--- src/core/sari_defines.vh ---
// sari_defines.vh: constants for the serial converter readout block
// assumes inclusion by bare name from core files only
`ifndef SARI_DEFINES_VH
`define SARI_DEFINES_VH
`define SARI_RES_BITS 12
`define SARI_CNT_W 4
`define SARI_CLK_NS 10
// conversion time of the fastest grade, in ns
`define SARI_CONVERT_START_NS 1500
`define SARI_CONVERT_START_CYC ((`SARI_CONVERT_START_NS + `SARI_CLK_NS - 1) / `SARI_CLK_NS)
`define SARI_CONVERT_START_W 8
// last count of a conversion, one less than the cycle count
`define SARI_CONVERT_START_LAST 8'h95
// synchroniser reset value for the sampled input word
`define SARI_SYNC_RST 12'h000
// result model reset value
`define SARI_SAMPLE_RST 12'hA5C
`endif

--- src/core/sari_readout.v ---
// sari_readout.v: digital control and serial readout of a 12-bit converter
// assumes convert and shift clock come from an outside host, asynchronous to clk
`timescale 1ns/1ps
`include "sari_defines.vh"

// Overview of operation
// - a rising edge of convert input starts a conversion
// - after conversion the block falls asleep by itself
// - while convert is low the serial output is driven
// - the serial output changes only after shift clock or convert falling edges
// - twelve result bits MSB first, then zeros forever
// - convert rising releases the serial output to high impedance
// - convert falling enables the serial output after a short delay
// - next bit appears soon after shift clock falls, prior bit held meanwhile
// - convert falling puts the result MSB out; host samples on shift rising
module sari_readout (
  input wire clk, // 100 MHz system clock
  input wire rst, // asynchronous reset, active high
  input wire convertStart, // host convert input, asynchronous
  input wire shiftClock, // host shift clock, asynchronous
  input wire [11:0] analogSample, // digitised input value sampled at conversion end
  output reg serialDataOut, // serial data output value
  output reg serialDataOutEn_n, // low while the block drives serial data
  output reg sleeping, // high while powered down
  output reg converting // high during a conversion
);

  localparam ST_ACQ = 2'h0;
  localparam ST_CONVERT_START = 2'h1;
  localparam ST_SLEEP = 2'h2;
  localparam NUM_SYNC = 2;

  // pin index 0 is convert, index 1 is the shift clock
  wire [NUM_SYNC-1:0] pinRaw;
  wire [NUM_SYNC-1:0] pinLevel;
  wire [NUM_SYNC-1:0] pinRise;
  wire [NUM_SYNC-1:0] pinFall;

  reg [1:0] state_q;
  reg [1:0] state_d;
  reg [`SARI_CONVERT_START_W-1:0] convCnt_q;
  reg [`SARI_CONVERT_START_W-1:0] convCnt_d;
  reg [`SARI_RES_BITS-1:0] sampleMeta_q;
  reg [`SARI_RES_BITS-1:0] sampleSync_q;
  reg [`SARI_RES_BITS-1:0] result_q;
  reg [`SARI_RES_BITS-1:0] result_d;
  reg [`SARI_RES_BITS-1:0] shift_q;
  reg [`SARI_RES_BITS-1:0] shift_d;
  reg serialDataOut_d;
  reg serialDataOutEn_n_d;
  reg sleeping_d;
  reg converting_d;

  wire convLevel;
  wire convRise;
  wire convFall;
  wire sckFall;
  wire convDone;

  assign pinRaw = {shiftClock, convertStart};

  // two flip-flops per pin, a third one only for edge detection
  genvar g;
  generate
    for (g = 0; g < NUM_SYNC; g = g + 1) begin : gSync
      reg meta_q;
      reg level_q;
      reg last_q;

      always @(posedge clk or posedge rst) begin
        if (rst) begin
          meta_q <= 1'h0;
          level_q <= 1'h0;
          last_q <= 1'h0;
        end else begin
          meta_q <= pinRaw[g];
          level_q <= meta_q;
          last_q <= level_q;
        end
      end

      assign pinLevel[g] = level_q;
      assign pinRise[g] = level_q & ~last_q;
      assign pinFall[g] = ~level_q & last_q;
    end
  endgenerate

  // input word passes two flip-flops before the result latch reads it
  always @(posedge clk or posedge rst) begin
    if (rst) begin
      sampleMeta_q <= `SARI_SYNC_RST;
      sampleSync_q <= `SARI_SYNC_RST;
    end else begin
      sampleMeta_q <= analogSample;
      sampleSync_q <= sampleMeta_q;
    end
  end

  assign convLevel = pinLevel[0];
  assign convRise = pinRise[0];
  assign convFall = pinFall[0];
  assign sckFall = pinFall[1];
  assign convDone = (state_q == ST_CONVERT_START) && (convCnt_q == `SARI_CONVERT_START_LAST);

  // only a rising convert edge leaves acquisition; sleep is left on either convert edge
  always @* begin
    state_d = state_q;
    case (state_q)
      ST_ACQ: begin
        if (convRise) state_d = ST_CONVERT_START;
      end
      ST_CONVERT_START: begin
        if (convDone) state_d = ST_SLEEP;
      end
      ST_SLEEP: begin
        if (convFall) state_d = ST_ACQ;
        else if (convRise) state_d = ST_CONVERT_START;
      end
      default: begin
        state_d = ST_ACQ;
      end
    endcase
  end

  always @* begin
    convCnt_d = {`SARI_CONVERT_START_W{1'h0}};
    if (state_q == ST_CONVERT_START) convCnt_d = convCnt_q + 1'h1;
  end

  always @* begin
    result_d = result_q;
    if (convDone) result_d = sampleSync_q;
  end

  // convert fall loads the word; shift clock falls move it on, zeros fill in
  always @* begin
    shift_d = shift_q;
    serialDataOut_d = serialDataOut;
    if (convFall) begin
      serialDataOut_d = result_q[`SARI_RES_BITS-1];
      shift_d = {result_q[`SARI_RES_BITS-2:0], 1'h0};
    end else if (sckFall && !convLevel) begin
      serialDataOut_d = shift_q[`SARI_RES_BITS-1];
      shift_d = {shift_q[`SARI_RES_BITS-2:0], 1'h0};
    end
  end

  // the driver follows the synchronised convert level
  always @* begin
    serialDataOutEn_n_d = convLevel;
  end

  always @* begin
    sleeping_d = (state_d == ST_SLEEP);
    converting_d = (state_d == ST_CONVERT_START);
  end

  always @(posedge clk or posedge rst) begin
    if (rst) begin
      state_q <= ST_ACQ;
    end else begin
      state_q <= state_d;
    end
  end

  always @(posedge clk or posedge rst) begin
    if (rst) begin
      convCnt_q <= {`SARI_CONVERT_START_W{1'h0}};
    end else begin
      convCnt_q <= convCnt_d;
    end
  end

  always @(posedge clk or posedge rst) begin
    if (rst) begin
      result_q <= `SARI_SAMPLE_RST;
    end else begin
      result_q <= result_d;
    end
  end

  always @(posedge clk or posedge rst) begin
    if (rst) begin
      shift_q <= {`SARI_RES_BITS{1'h0}};
    end else begin
      shift_q <= shift_d;
    end
  end

  // previous bit stays in place until the next load or shift
  always @(posedge clk or posedge rst) begin
    if (rst) begin
      serialDataOut <= 1'h0;
    end else begin
      serialDataOut <= serialDataOut_d;
    end
  end

  always @(posedge clk or posedge rst) begin
    if (rst) begin
      serialDataOutEn_n <= 1'h1;
    end else begin
      serialDataOutEn_n <= serialDataOutEn_n_d;
    end
  end

  always @(posedge clk or posedge rst) begin
    if (rst) begin
      sleeping <= 1'h0;
    end else begin
      sleeping <= sleeping_d;
    end
  end

  always @(posedge clk or posedge rst) begin
    if (rst) begin
      converting <= 1'h0;
    end else begin
      converting <= converting_d;
    end
  end

endmodule // sari_readout

--- config.mk ---
export PLATFORM = sky130hd
export DESIGN_NAME = sari_readout
export DESIGN_NICKNAME = d
export VERILOG_FILES = /design/src/core/sari_readout.v
export VERILOG_INCLUDE_DIRS = /design/src /design/src/core
export SDC_FILE = /design/constraint.sdc
export NUM_CORES = 1
export LEC_CHECK = 0
export BUFFER_PORTS_ARGS = -buffer_cell sky130_fd_sc_hd__buf_2
export CAP_MARGIN = 10
export CORE_MARGIN = 8
export CORE_UTILIZATION = 45
export DETAILED_ROUTE_END_ITERATION = 8
export GPL_ROUTABILITY_DRIVEN = 0
export HOLD_SLACK_MARGIN = 0.02
export PLACE_DENSITY = 0.6
export SLEW_MARGIN = 10
export SYNTH_ARGS = -nofsm -noshare
export SYNTH_HDL_FRONTEND = slang
export SYNTH_SLANG_ARGS = --single-unit
--- constraint.sdc ---
create_clock -name clk -period 2.5 [get_ports clk]
set_input_delay 0.25 -clock clk [delete_from_list [all_inputs] [get_ports clk]]
set_output_delay 0.25 -clock clk [all_outputs]
set_load 0.1 [all_outputs]
After elaboration in Yosys (flattened, before gate mapping)
Index checks and enable logic that the tools add are counted.

operators by class
  mux-type cells = 9
  bitwise gates (word level) = 6
  add/sub/neg operators = 1
  equality and inequality tests = 5
  reduce and logical (&&, ||, !) cells = 5

operator list
  cell                                                  number
  2-to-1 mux 12 bit                                     2
  adder 8 x 1 -> 8 bit (second input constant)          1
  equality test 8 bit (second input constant)           1
  2-to-1 mux 8 bit                                      1
  2-to-1 mux 2 bit                                      3
  one-hot mux 2 bit (3 select lines)                    1
  equality test 2 x 1 -> 1 bit (second input constant)  2
  equality test 2 bit (second input constant)           2
  AND 1 bit                                             3
  NOT 1 bit                                             3
  logical AND 1 bit                                     2
  logical NOT 2 bit                                     1
  2-to-1 mux 1 bit                                      2
  nonzero test 2 bit                                    1
  logical NOT 1 bit                                     1

word-level totals
  output and inout port bits = 4
  flip-flop bits (word level) = 68
  input bits = 16
  logic and storage cells = 42

Longest topological paths before layout
Gate-level depths: netlist of the first run.

  depth after elaboration = 6
  gate-level depth with buffers = 6

Worst setup path after synthesis of the first run
No wires, ideal clock.

  path kind = register to register
  start = reg convCnt_q[1]
  end = reg result_q[0]
  cell stages (with the launch flop) = 7
  clock period less this slack = 1,699 ps
  slack = 801 ps
  arrival = 1,574 ps
  data required time = 2,375 ps
  buffers on the path = 1
  library setup time = 125 ps
  cells stage by stage = dfrtp_1 inv_1 ha_1 nand4b_2 nor4_4 buf_8 mux2_4

between the ends
  cells in the longest elaborated chain, start to end = 2

ends and longest elaborated chain
  element                        line                RTL
  from (decl)                    sari_readout.v:41   reg [`SARI_CONVERT_START_W-1:0] convCnt_q;
  from (signal assigned)         sari_readout.v:168  convCnt_q <= {`SARI_CONVERT_START_W{1'h0}};
  from (signal assigned)         sari_readout.v:170  convCnt_q <= convCnt_d;
  equality test 8 bit (no line)  -
  logical AND 1 bit              sari_readout.v:103  assign convDone = (state_q == ST_CONVERT_START) && (convCnt_q == `SARI_CONVERT_START_LAST);
  to (signal assigned)           sari_readout.v:176  result_q <= `SARI_SAMPLE_RST;
  to (signal assigned)           sari_readout.v:178  result_q <= result_d;
  to (decl)                      sari_readout.v:45   reg [`SARI_RES_BITS-1:0] result_q;

No other way between the ends.
A chain may end at the register's enable or synchronous reset.

Worst setup path after layout of the first run
  start = reg state_q[1]
  end = reg result_q[8]

between the ends
  cells in the longest elaborated chain, start to end = 2

ends and longest elaborated chain
  element                       line                RTL
  from (decl)                   sari_readout.v:39   reg [1:0] state_q;
  from (signal assigned)        sari_readout.v:162  state_q <= state_d;
  equality test 2 x 1 -> 1 bit  sari_readout.v:103
  logical AND 1 bit             sari_readout.v:103

No other way between the ends.

==> impl_summary.log, run 1 <==
[metrics] Antenna Diode Count: 0
[metrics] number of nets still failing antenna checks after routing: 0
[metrics] crit path DAT: 2040 ps
[metrics] first-pass GRT wire length: 6380 µm
[metrics] CTS Hold Buffers Added: 14
[metrics] largest stage delay on the critical path: 390 ps
[metrics] top cells by count, synth: sky130_fd_sc_hd__dfrtp_1 (60), sky130_fd_sc_hd__nor2_1 (16), sky130_fd_sc_hd__a21oi_1 (14)
[metrics] Num Clock Sinks: 67
[metrics] dominant combinational cell family by area after synthesis: multiplexers
[metrics] Crit. End Element: register
[metrics] share of the synthesized area in the top cell type: 0.632
[metrics] critical path, cell by cell: nand2b_1, nor4_4, buf_4, mux2_2
[metrics] share of synthesized area occupied by flip-flops and latches: 0.709
[metrics] top fanout value on the critical path: 14
[metrics] category of the most critical setup path: reg -> reg
[metrics] share of the synthesized area in compound gates (AO/OA/AOI/OAI): 0.0532
[metrics] total leakage power: 0.00132 µW
[metrics] Routed WL per cell: 13.8 µm
[metrics] Min-Delay Path Class: in -> async
[metrics] EDFF count, synth: 0
[metrics] max-capacitance violation count: 0
[metrics] Layout Cells excl Fill: 276
[metrics] Top-Level Pins: 20
[metrics] synthesized flop and latch total: between 60 and 70
[metrics] number of placed instances, taps included: 247
[metrics] initial antenna violation count: 0
[metrics] initial standard-cell utilization of the core: 0.465
[metrics] via count of the first global-routing pass: between 1000 and 1500
[metrics] required time at the worst-slack endpoint: 2720 ps
[metrics] worst slew margin relative to its limit: 0.391
[metrics] number of warnings reported in the yosys synthesis log: 0
[metrics] leading cell types by total area after synthesis: sky130_fd_sc_hd__dfrtp_1 (63%), sky130_fd_sc_hd__dfstp_2 (7.7%), sky130_fd_sc_hd__mux2_4 (5.1%)
[metrics] worst-case vdd ir drop: 0.459 mV
[metrics] syn nets: about 180
[metrics] RSZ-0062 raised after global routing: false
[metrics] most frequent cell after synthesis: sky130_fd_sc_hd__dfrtp_1
[metrics] ratio of cells with drive above 1 in the final layout: 0.296
[metrics] Pwr Density: 826 nW/µm²
[metrics] area of all placed cells without fillers: 2880 µm²
[metrics] worst skew pair latency: about 340 ps
[metrics] Synth Cell Area: about 2400 µm²
[metrics] DRC violations left: 0
[metrics] First DRT Iteration DRCs: 46
[metrics] First-pass DRT Iterations: 5
[metrics] HPWL after detailed placement: 2290 µm
[metrics] slew at the pin closest to its max-slew limit: 913 ps
[metrics] post-layout min period: 1810 ps
[metrics] library cell occupying the most area in the post-synthesis netlist: sky130_fd_sc_hd__dfrtp_1
[metrics] Fin. Hold Viols: 0
[metrics] Std-Cell Rows: 26
[metrics] area of the die: 7860 µm²
[metrics] Bufs on Longest Clock Path: 2
[metrics] number of H-tree levels: 3
[metrics] total wirelength of the detailed-routed design: between 3000 and 4000 µm
[metrics] setup TNS: 0 ps
[metrics] y dimension of the die: 88.7 µm
[metrics] # fillers: ~430
[metrics] Post-Synthesis Cells: 161
[metrics] number of distinct library cells after synthesis: 26
[metrics] Tot GR Track Use: 0.111
[metrics] core box area: 5110 µm²
[metrics] sort of element at the start of the critical path: register
[metrics] clock input transition at the sequential cells of the worst setup and hold paths: roughly 70 ps
[metrics] share of synthesized cell area in full adder, half adder and majority cells: 0.0105
[metrics] Async S/R FF share, synth: 1.00
[metrics] clk root buf: sky130_fd_sc_hd__clkbuf_8
[metrics] achievable frequency: 551 MHz
[metrics] placement-stage cell area: 2550 µm²
[metrics] number of setup buffers added after CTS: 0
[metrics] most common flop cell mapped by yosys: sky130_fd_sc_hd__dfrtp_1
[metrics] final cycle utilization of the critical path: 0.725
[metrics] Post-Synth Simple-Gate Area: 0.0779
[metrics] CTS buffer count: 9
[metrics] Final Slew Violations: 0
[metrics] vias post-DR: 1327
[metrics] Post-Route Skew: 7.95 ps
[metrics] final total power: about 2400 µW
[metrics] Placement Setup Slack: 694 ps
[metrics] average footprint of a synthesized cell: 14.8 µm²
[metrics] Layout Nets: 220
[metrics] post-synthesis to final-layout area growth: 21.3%
[metrics] via density per instance: just under 5
[metrics] number of failing setup endpoints in the final timing report: 0
[metrics] number of buffers inserted by port buffering: 19
[metrics] remaining global-route overflow: 0
[metrics] flop-to-flop setup slack: 690 ps
[metrics] Post-Synth XOR/XNOR Area: 0.0111
[metrics] multiplexer area fraction after synthesis: 0.116
[metrics] setup ws final: 686 ps
[metrics] status: complete, no violations
[metrics] largest net degree at the start of global routing: 68
[metrics] Resize count post-CTS: 0
[metrics] CP max-delay cell: sky130_fd_sc_hd__dfrtp_1
[metrics] overall die width: roughly 89 µm
[metrics] clock tree from TritonCTS: yes
-- power breakdown --
group | total (µW) | switching [µW] | leakage (µW) | internal, µW
combinational | 251 | 154 | 0.000422 | 97.5
clock | 873 | 391 | 0.0000954 | 482
sequential | 1260 | 81.2 | 0.000805 | 1180
-- sequential cells by signal, summed over array words and instances (netlist names) --
| name | flops |
|---|---|
| result_q | 12 |
| converting | 1 |
| state_q | 2 |
| gSync.level_q | 1 |
| convCnt_q | 8 |
| convLevel | 1 |
| serialDataOut | 1 |
| shift_q | 11 |
| gSync.last_q | 2 |
| sampleMeta_q | 12 |
| sleeping | 1 |
| sampleSync_q | 12 |
| serialDataOutEn_n | 1 |
| gSync.meta_q | 2 |
-- through the flow --
step | hold slack (ps) | util
after floorplan | 281 | -
after global placement | 332 | 0.499
after detailed placement | 335 | 0.499
after CTS | 162 | 0.564
after global routing | 211 | 0.564
final | 137 | 0.564
-- area by class of cell --
class / count / area [µm²] / share of cell area
Tap cell: 70 / 87.6 / 0.0304
Inverter: 4 / 15.0 / 0.00521
Clock inverter: 4 / 51.3 / 0.0178
Multi-Input combinational cell: 84 / 643 / 0.223
Timing Repair Buffer: 36 / 258 / 0.0894
Clock buffer: 11 / 141 / 0.0491
Sequential cell: 67 / 1690 / 0.585
-- cell families after synthesis --
kind of cell | after synthesis
AOI/OAI and AO/OA | 22
xor gates and xnor gates | 3
adders and majority gates | 2
buffers and inverters | 10
DFF | 67
muxes | 23
and+or+nand+nor | 34
-- critical path, delay by kind of cell (launching register included) --
family | cells | cell delay [ps]
AND/OR/NAND/NOR | 2 | 660
flip-flops | 1 | 390
multiplexers | 1 | 380
buffers and inverters | 1 | 290
-- final timing paths --
path,from,endpoint,cells after the start
max,state_q[1]$_DFF_PP0_,result_q[8]$_DFFE_PP0P_,4
min,rst,sampleSync_q[11]$_DFF_PP0_,3
max reg2reg,state_q[1]$_DFF_PP0_,result_q[8]$_DFFE_PP0P_,4
min reg2reg,sampleMeta_q[6]$_DFF_PP0_,sampleSync_q[6]$_DFF_PP0_,0
max in group asynchronous,rst,state_q[0]$_DFF_PP0_,3
min in group clk,sampleMeta_q[6]$_DFF_PP0_,sampleSync_q[6]$_DFF_PP0_,0
-- cells in the final DEF (no fill, tap or decap), drive strengths merged, types with 2 or more instances in the layout --
cell type and n:
mux2i 11, dfstp 7, o22ai 3, nand2b 4
clkinv 2, mux2 12, ha 2, xor2 2
nor2 16, inv 4, a21oi 14, a41o 2
dlygate4sd3 14, o21ai 3, or3 3, nand3 3
nand2 3, dfrtp 60, buf 22, clkbuf 11
-- per-layer routing --
metal	global-route usage	wire length [µm]	vias up
li1	-	-	626
met5	0	0	-
met4	0.0568	65	0
met3	0.0659	222	6
met2	0.174	1840	30
met1	0.116	1670	665
Power figures use the tool's default switching activity.
==> run 2: changes to the inputs <==
--- a/config.mk
+++ b/config.mk
@@ -6,6 +6,7 @@
 export SDC_FILE = /design/constraint.sdc
 export NUM_CORES = 1
 export LEC_CHECK = 0
+export ABC_AREA = 1
 export BUFFER_PORTS_ARGS = -buffer_cell sky130_fd_sc_hd__buf_2
 export CAP_MARGIN = 10
 export CORE_MARGIN = 8
@@ -13,7 +14,7 @@
 export DETAILED_ROUTE_END_ITERATION = 8
 export GPL_ROUTABILITY_DRIVEN = 0
 export HOLD_SLACK_MARGIN = 0.02
-export PLACE_DENSITY = 0.6
+export PLACE_DENSITY = 0.62
 export SLEW_MARGIN = 10
 export SYNTH_ARGS = -nofsm -noshare
 export SYNTH_HDL_FRONTEND = slang
==> constraint.sdc (replaced) <==
create_clock -name clk -period 1.52 [get_ports clk]
set_input_delay 0.152 -clock clk [delete_from_list [all_inputs] [get_ports clk]]
set_output_delay 0.152 -clock clk [all_outputs]
set_load 0.1 [all_outputs]
==> run 2 against run 1 <==
Compared with the run above: sequential power increased by 58%; non-clock buffer count is 4 higher; hold slack better by 210 ps; first-iteration DRC count increased by 43%; register-to-register slack worse by 510 ps; setup slack got worse by 580 ps; core utilization down 0.89 points; die area up 4.9%; clock power grew 55%; via count up 22%; sequential share of layout area fell by 3.0 points; sequential cell count stayed put; largest cell class unchanged.
==> impl_summary.log, run 2 <==
[metrics] Pwr Density: 1260 nW/µm² (+53%)
[metrics] area of the die: 8250 µm² (+4.9%)
[metrics] via density per instance: 4.46 (-7.2%)
[metrics] post-layout min period: 1420 ps
[metrics] worst-case vdd ir drop: 0.990 mV (+120%)
[metrics] routed length on met2: 1790 µm (-2.6%)
[metrics] Std-Cell Rows: 27 (+3.8%)
[metrics] number of nets still failing antenna checks after routing: 0 (unchanged)
[metrics] Num Clock Sinks: 67 (unchanged)
[metrics] number of warnings reported in the yosys synthesis log: 0 (unchanged)
[metrics] highest metal layer with signal wires: met4
[metrics] Post-Synth XOR/XNOR Area: 0 (-0.0111)
[metrics] worst r2r src: convCnt_q[1]$_DFF_PP0_
[metrics] ratio of cells with drive above 1 in the final layout: 0.214 (-0.0823)
[metrics] post-synthesis to final-layout area growth: 20.6%
[metrics] via count of the first global-routing pass: 1680 (+17%)
[metrics] most common flop cell mapped by yosys: sky130_fd_sc_hd__dfrtp_1
[metrics] Buf/Inv on CP: 1 (unchanged)
[metrics] top cells by count, synth: sky130_fd_sc_hd__nand2_1 (99), sky130_fd_sc_hd__dfrtp_1 (60), sky130_fd_sc_hd__nand4_1 (13), sky130_fd_sc_hd__nor2_1 (13), sky130_fd_sc_hd__inv_1 (10)
[metrics] Routed WL per cell: 11.1 µm (-19%)
[metrics] Post-Route Skew: 8.77 ps (+0.828 ps)
[metrics] placement-stage cell area: 2700 µm² (+6.0%)
[metrics] vias post-DR: 1615 (+22%)
[metrics] Placement Setup Slack: 163 ps (-530 ps)
[metrics] number of H-tree levels: 3 (unchanged)
[metrics] launch point of the worst path: serialDataOutEn_n$_DFF_PP1_
[metrics] core box area: 5470 µm² (+7.2%)
[metrics] most common cell after layout, fill and taps aside: sky130_fd_sc_hd__nand2_1
[metrics] initial antenna violation count: 0 (unchanged)
[metrics] Top Registers: result_q x12, sampleMeta_q x12, sampleSync_q x12
[metrics] area of all placed cells without fillers: 3040 µm² (+5.5%)
[metrics] Tot GR Track Use: 0.114 (+0.00300)
[metrics] overall die width: 90.8 µm (+2.4%)
[metrics] first-pass GRT wire length: 7470 µm (+17%)
[metrics] synthesized flop and latch total: 67 (unchanged)
[metrics] critical path's top delay family: flip-flops
[metrics] largest net degree at the start of global routing: 28 (-59%)
[metrics] setup TNS: 0 ps (unchanged)
[metrics] multiplexer area fraction after synthesis: 0 (-0.116)
[metrics] total leakage power: 0.00157 µW (+19%)
[metrics] Post-Synthesis Cells: 243 (+51%)
[metrics] syn nets: 261 (+46%)
[metrics] setup ws final: 105 ps (-582 ps)
[metrics] Top-Level Pins: 20 (unchanged)
[metrics] Min-Delay Path Class: reg -> reg
[metrics] slew at the pin closest to its max-slew limit: 574 ps (-339 ps)
[metrics] share of the synthesized area in the top cell type: 0.596 (-0.0361)
[metrics] largest stage delay on the critical path: 520 ps (+130 ps)
[metrics] worst slew margin relative to its limit: 0.616 (+0.225)
[metrics] Hold Crit Start: sampleMeta_q[2]$_DFF_PP0_
[metrics] Crit. End Element: output pin
[metrics] clock input transition at the sequential cells of the worst setup and hold paths: 70 ps (about the same)
[metrics] Async S/R FF share, synth: 1.00 (unchanged)
[metrics] category of the most critical setup path: reg -> out
[metrics] Bufs on Longest Clock Path: 2 (unchanged)
[metrics] library cell occupying the most area in the post-synthesis netlist: sky130_fd_sc_hd__dfrtp_1
[metrics] Post-Synth Simple-Gate Area: 0.251 (+0.173)
[metrics] Synth Cell Area: 2520 µm² (+6.1%)
[metrics] leading cell types in the layout, fill and taps excluded: sky130_fd_sc_hd__nand2_1 (99), sky130_fd_sc_hd__dfrtp_1 (60), sky130_fd_sc_hd__buf_2 (19)
[metrics] final total power: 3830 µW (+61%)
[metrics] max-capacitance violation count: 0 (unchanged)
[metrics] Layout Cells excl Fill: 362 (+31%)
[metrics] share of synthesized cell area in full adder, half adder and majority cells: 0.00993 (-0.000601)
[metrics] share of the synthesized area in compound gates (AO/OA/AOI/OAI): 0.0238 (-0.0294)
[metrics] Final Slew Violations: 0 (unchanged)
[metrics] top fanout value on the critical path: 1 (-13)
[metrics] EDFF count, synth: 0 (unchanged)
[metrics] leading cell types by total area after synthesis: sky130_fd_sc_hd__dfrtp_1 (60%), sky130_fd_sc_hd__nand2_1 (15%), sky130_fd_sc_hd__dfstp_2 (7.3%)
[metrics] achievable frequency: 707 MHz
[metrics] crit path DAT: 1260 ps (-780 ps)
[metrics] sort of element at the start of the critical path: register
[metrics] Antenna Diode Count: 0 (unchanged)
[metrics] initial standard-cell utilization of the core: 0.460 (-0.00477)
[metrics] CP max-delay cell: sky130_fd_sc_hd__dfstp_2
[metrics] HPWL after detailed placement: 2660 µm (+16%)
[metrics] total wirelength of the detailed-routed design: 4020 µm (+5.8%)
[metrics] clk root buf: sky130_fd_sc_hd__clkbuf_8
[metrics] worst skew pair latency: 340 ps (about the same)
[metrics] average footprint of a synthesized cell: 10.4 µm² (-30%)
[metrics] # fillers: 486 (+13%)
[metrics] CTS buffer count: 9 (unchanged)
[metrics] Met1 Wirelength: 1960 µm (+17%)
[metrics] clock tree from TritonCTS: yes
[metrics] Layout Nets: 303 (+38%)
[metrics] dominant combinational cell family by area after synthesis: simple AND/OR/NAND/NOR gates
[metrics] required time at the worst-slack endpoint: 1370 ps (-1350 ps)
[metrics] Routed met3 length: 128 µm (-42%)
[metrics] Fin. Hold Viols: 0 (unchanged)
[metrics] share of synthesized area occupied by flip-flops and latches: 0.669 (-0.0405)
[metrics] First DRT Iteration DRCs: 66 (+43%)
[metrics] status: complete, no violations
[metrics] number of failing setup endpoints in the final timing report: 0 (unchanged)
[metrics] number of placed instances, taps included: 331 (+34%)
[metrics] remaining global-route overflow: 0 (unchanged)
[metrics] final cycle utilization of the critical path: 0.931
[metrics] number of buffers inserted by port buffering: 19 (unchanged)
[metrics] number of distinct library cells after synthesis: 21 (-19%)
[metrics] First-pass DRT Iterations: 5 (unchanged)
[metrics] critical path, cell by cell: buf_2
[metrics] RSZ-0062 raised after global routing: false
[metrics] y dimension of the die: 90.8 µm (+2.4%)
[metrics] most frequent cell after synthesis: sky130_fd_sc_hd__nand2_1
[metrics] DRC violations left: 0 (unchanged)
==> run 2: layout make-up <==
type / count / area [µm²] / share of cell area
clock buffers: 11 / 151 / 0.0498
clock inverters: 5 / 36.3 / 0.0119
inverters: 14 / 56.3 / 0.0185
multi-input cells: 153 / 717 / 0.236
flip-flops and latches: 67 / 1690 / 0.555
well taps: 72 / 90.1 / 0.0296
repair buffers: 40 / 303 / 0.0996
==> run 2: report_power, final <==
| part | internal [µW] | leakage (µW) | switching, µW |
|---|---|---|---|
| registers | 1900 | 0.000824 | 82.7 |
| clock network | 683 | 0.0000880 | 669 |
| logic | 163 | 0.000661 | 332 |
==> run 2: through the flow <==
| step | hold slack (ps) | util |
|---|---|---|
| finish | 343 | 0.555 |
| floorplan | 183 | - |
| global route | 353 | 0.555 |
| global placement | 238 | 0.494 |
| detailed placement | 252 | 0.494 |
| CTS | 345 | 0.555 |
==> run 2: final timing paths <==
path                                              to  slack, ps  depth (start not counted)
min reg2reg                sampleSync_q[2]$_DFF_PP0_        340                          0
min                        sampleSync_q[2]$_DFF_PP0_        340                          0
max reg2reg                  result_q[0]$_DFFE_PP0P_        180                          7
max                                serialDataOutEn_n        100                          1
min in group asynchronous    result_q[8]$_DFFE_PP0P_        420                          3
max in group asynchronous  serialDataOut$_DFFE_PP0P_        560                          4
==> run 2: logic make-up (layout without fill, tap and decap cells) <==
| logic type | after synthesis | count (layout) |
|---|---|---|
| fa+ha+maj | 2 | 2 |
| flops | 67 | 67 |
| simple gates | 139 | 139 |
| buf+inv | 23 | 70 |
| compound gates | 12 | 12 |
==> run 2: what timing repair did <==
| item | CTS | global route |
|---|---|---|
| gates resized for setup | 0 | 0 |
| hold endpoints to repair | 30 | 0 |
| hold buffers | 15 | 0 |
| buffers inserted | 0 | 0 |
==> run 2: metal layers <==
metal	vias up	global-route usage
met3	8	0.0258
met4	0	0.0900
met5	-	0
met1	732	0.138
met2	29	0.173
li1	846	-
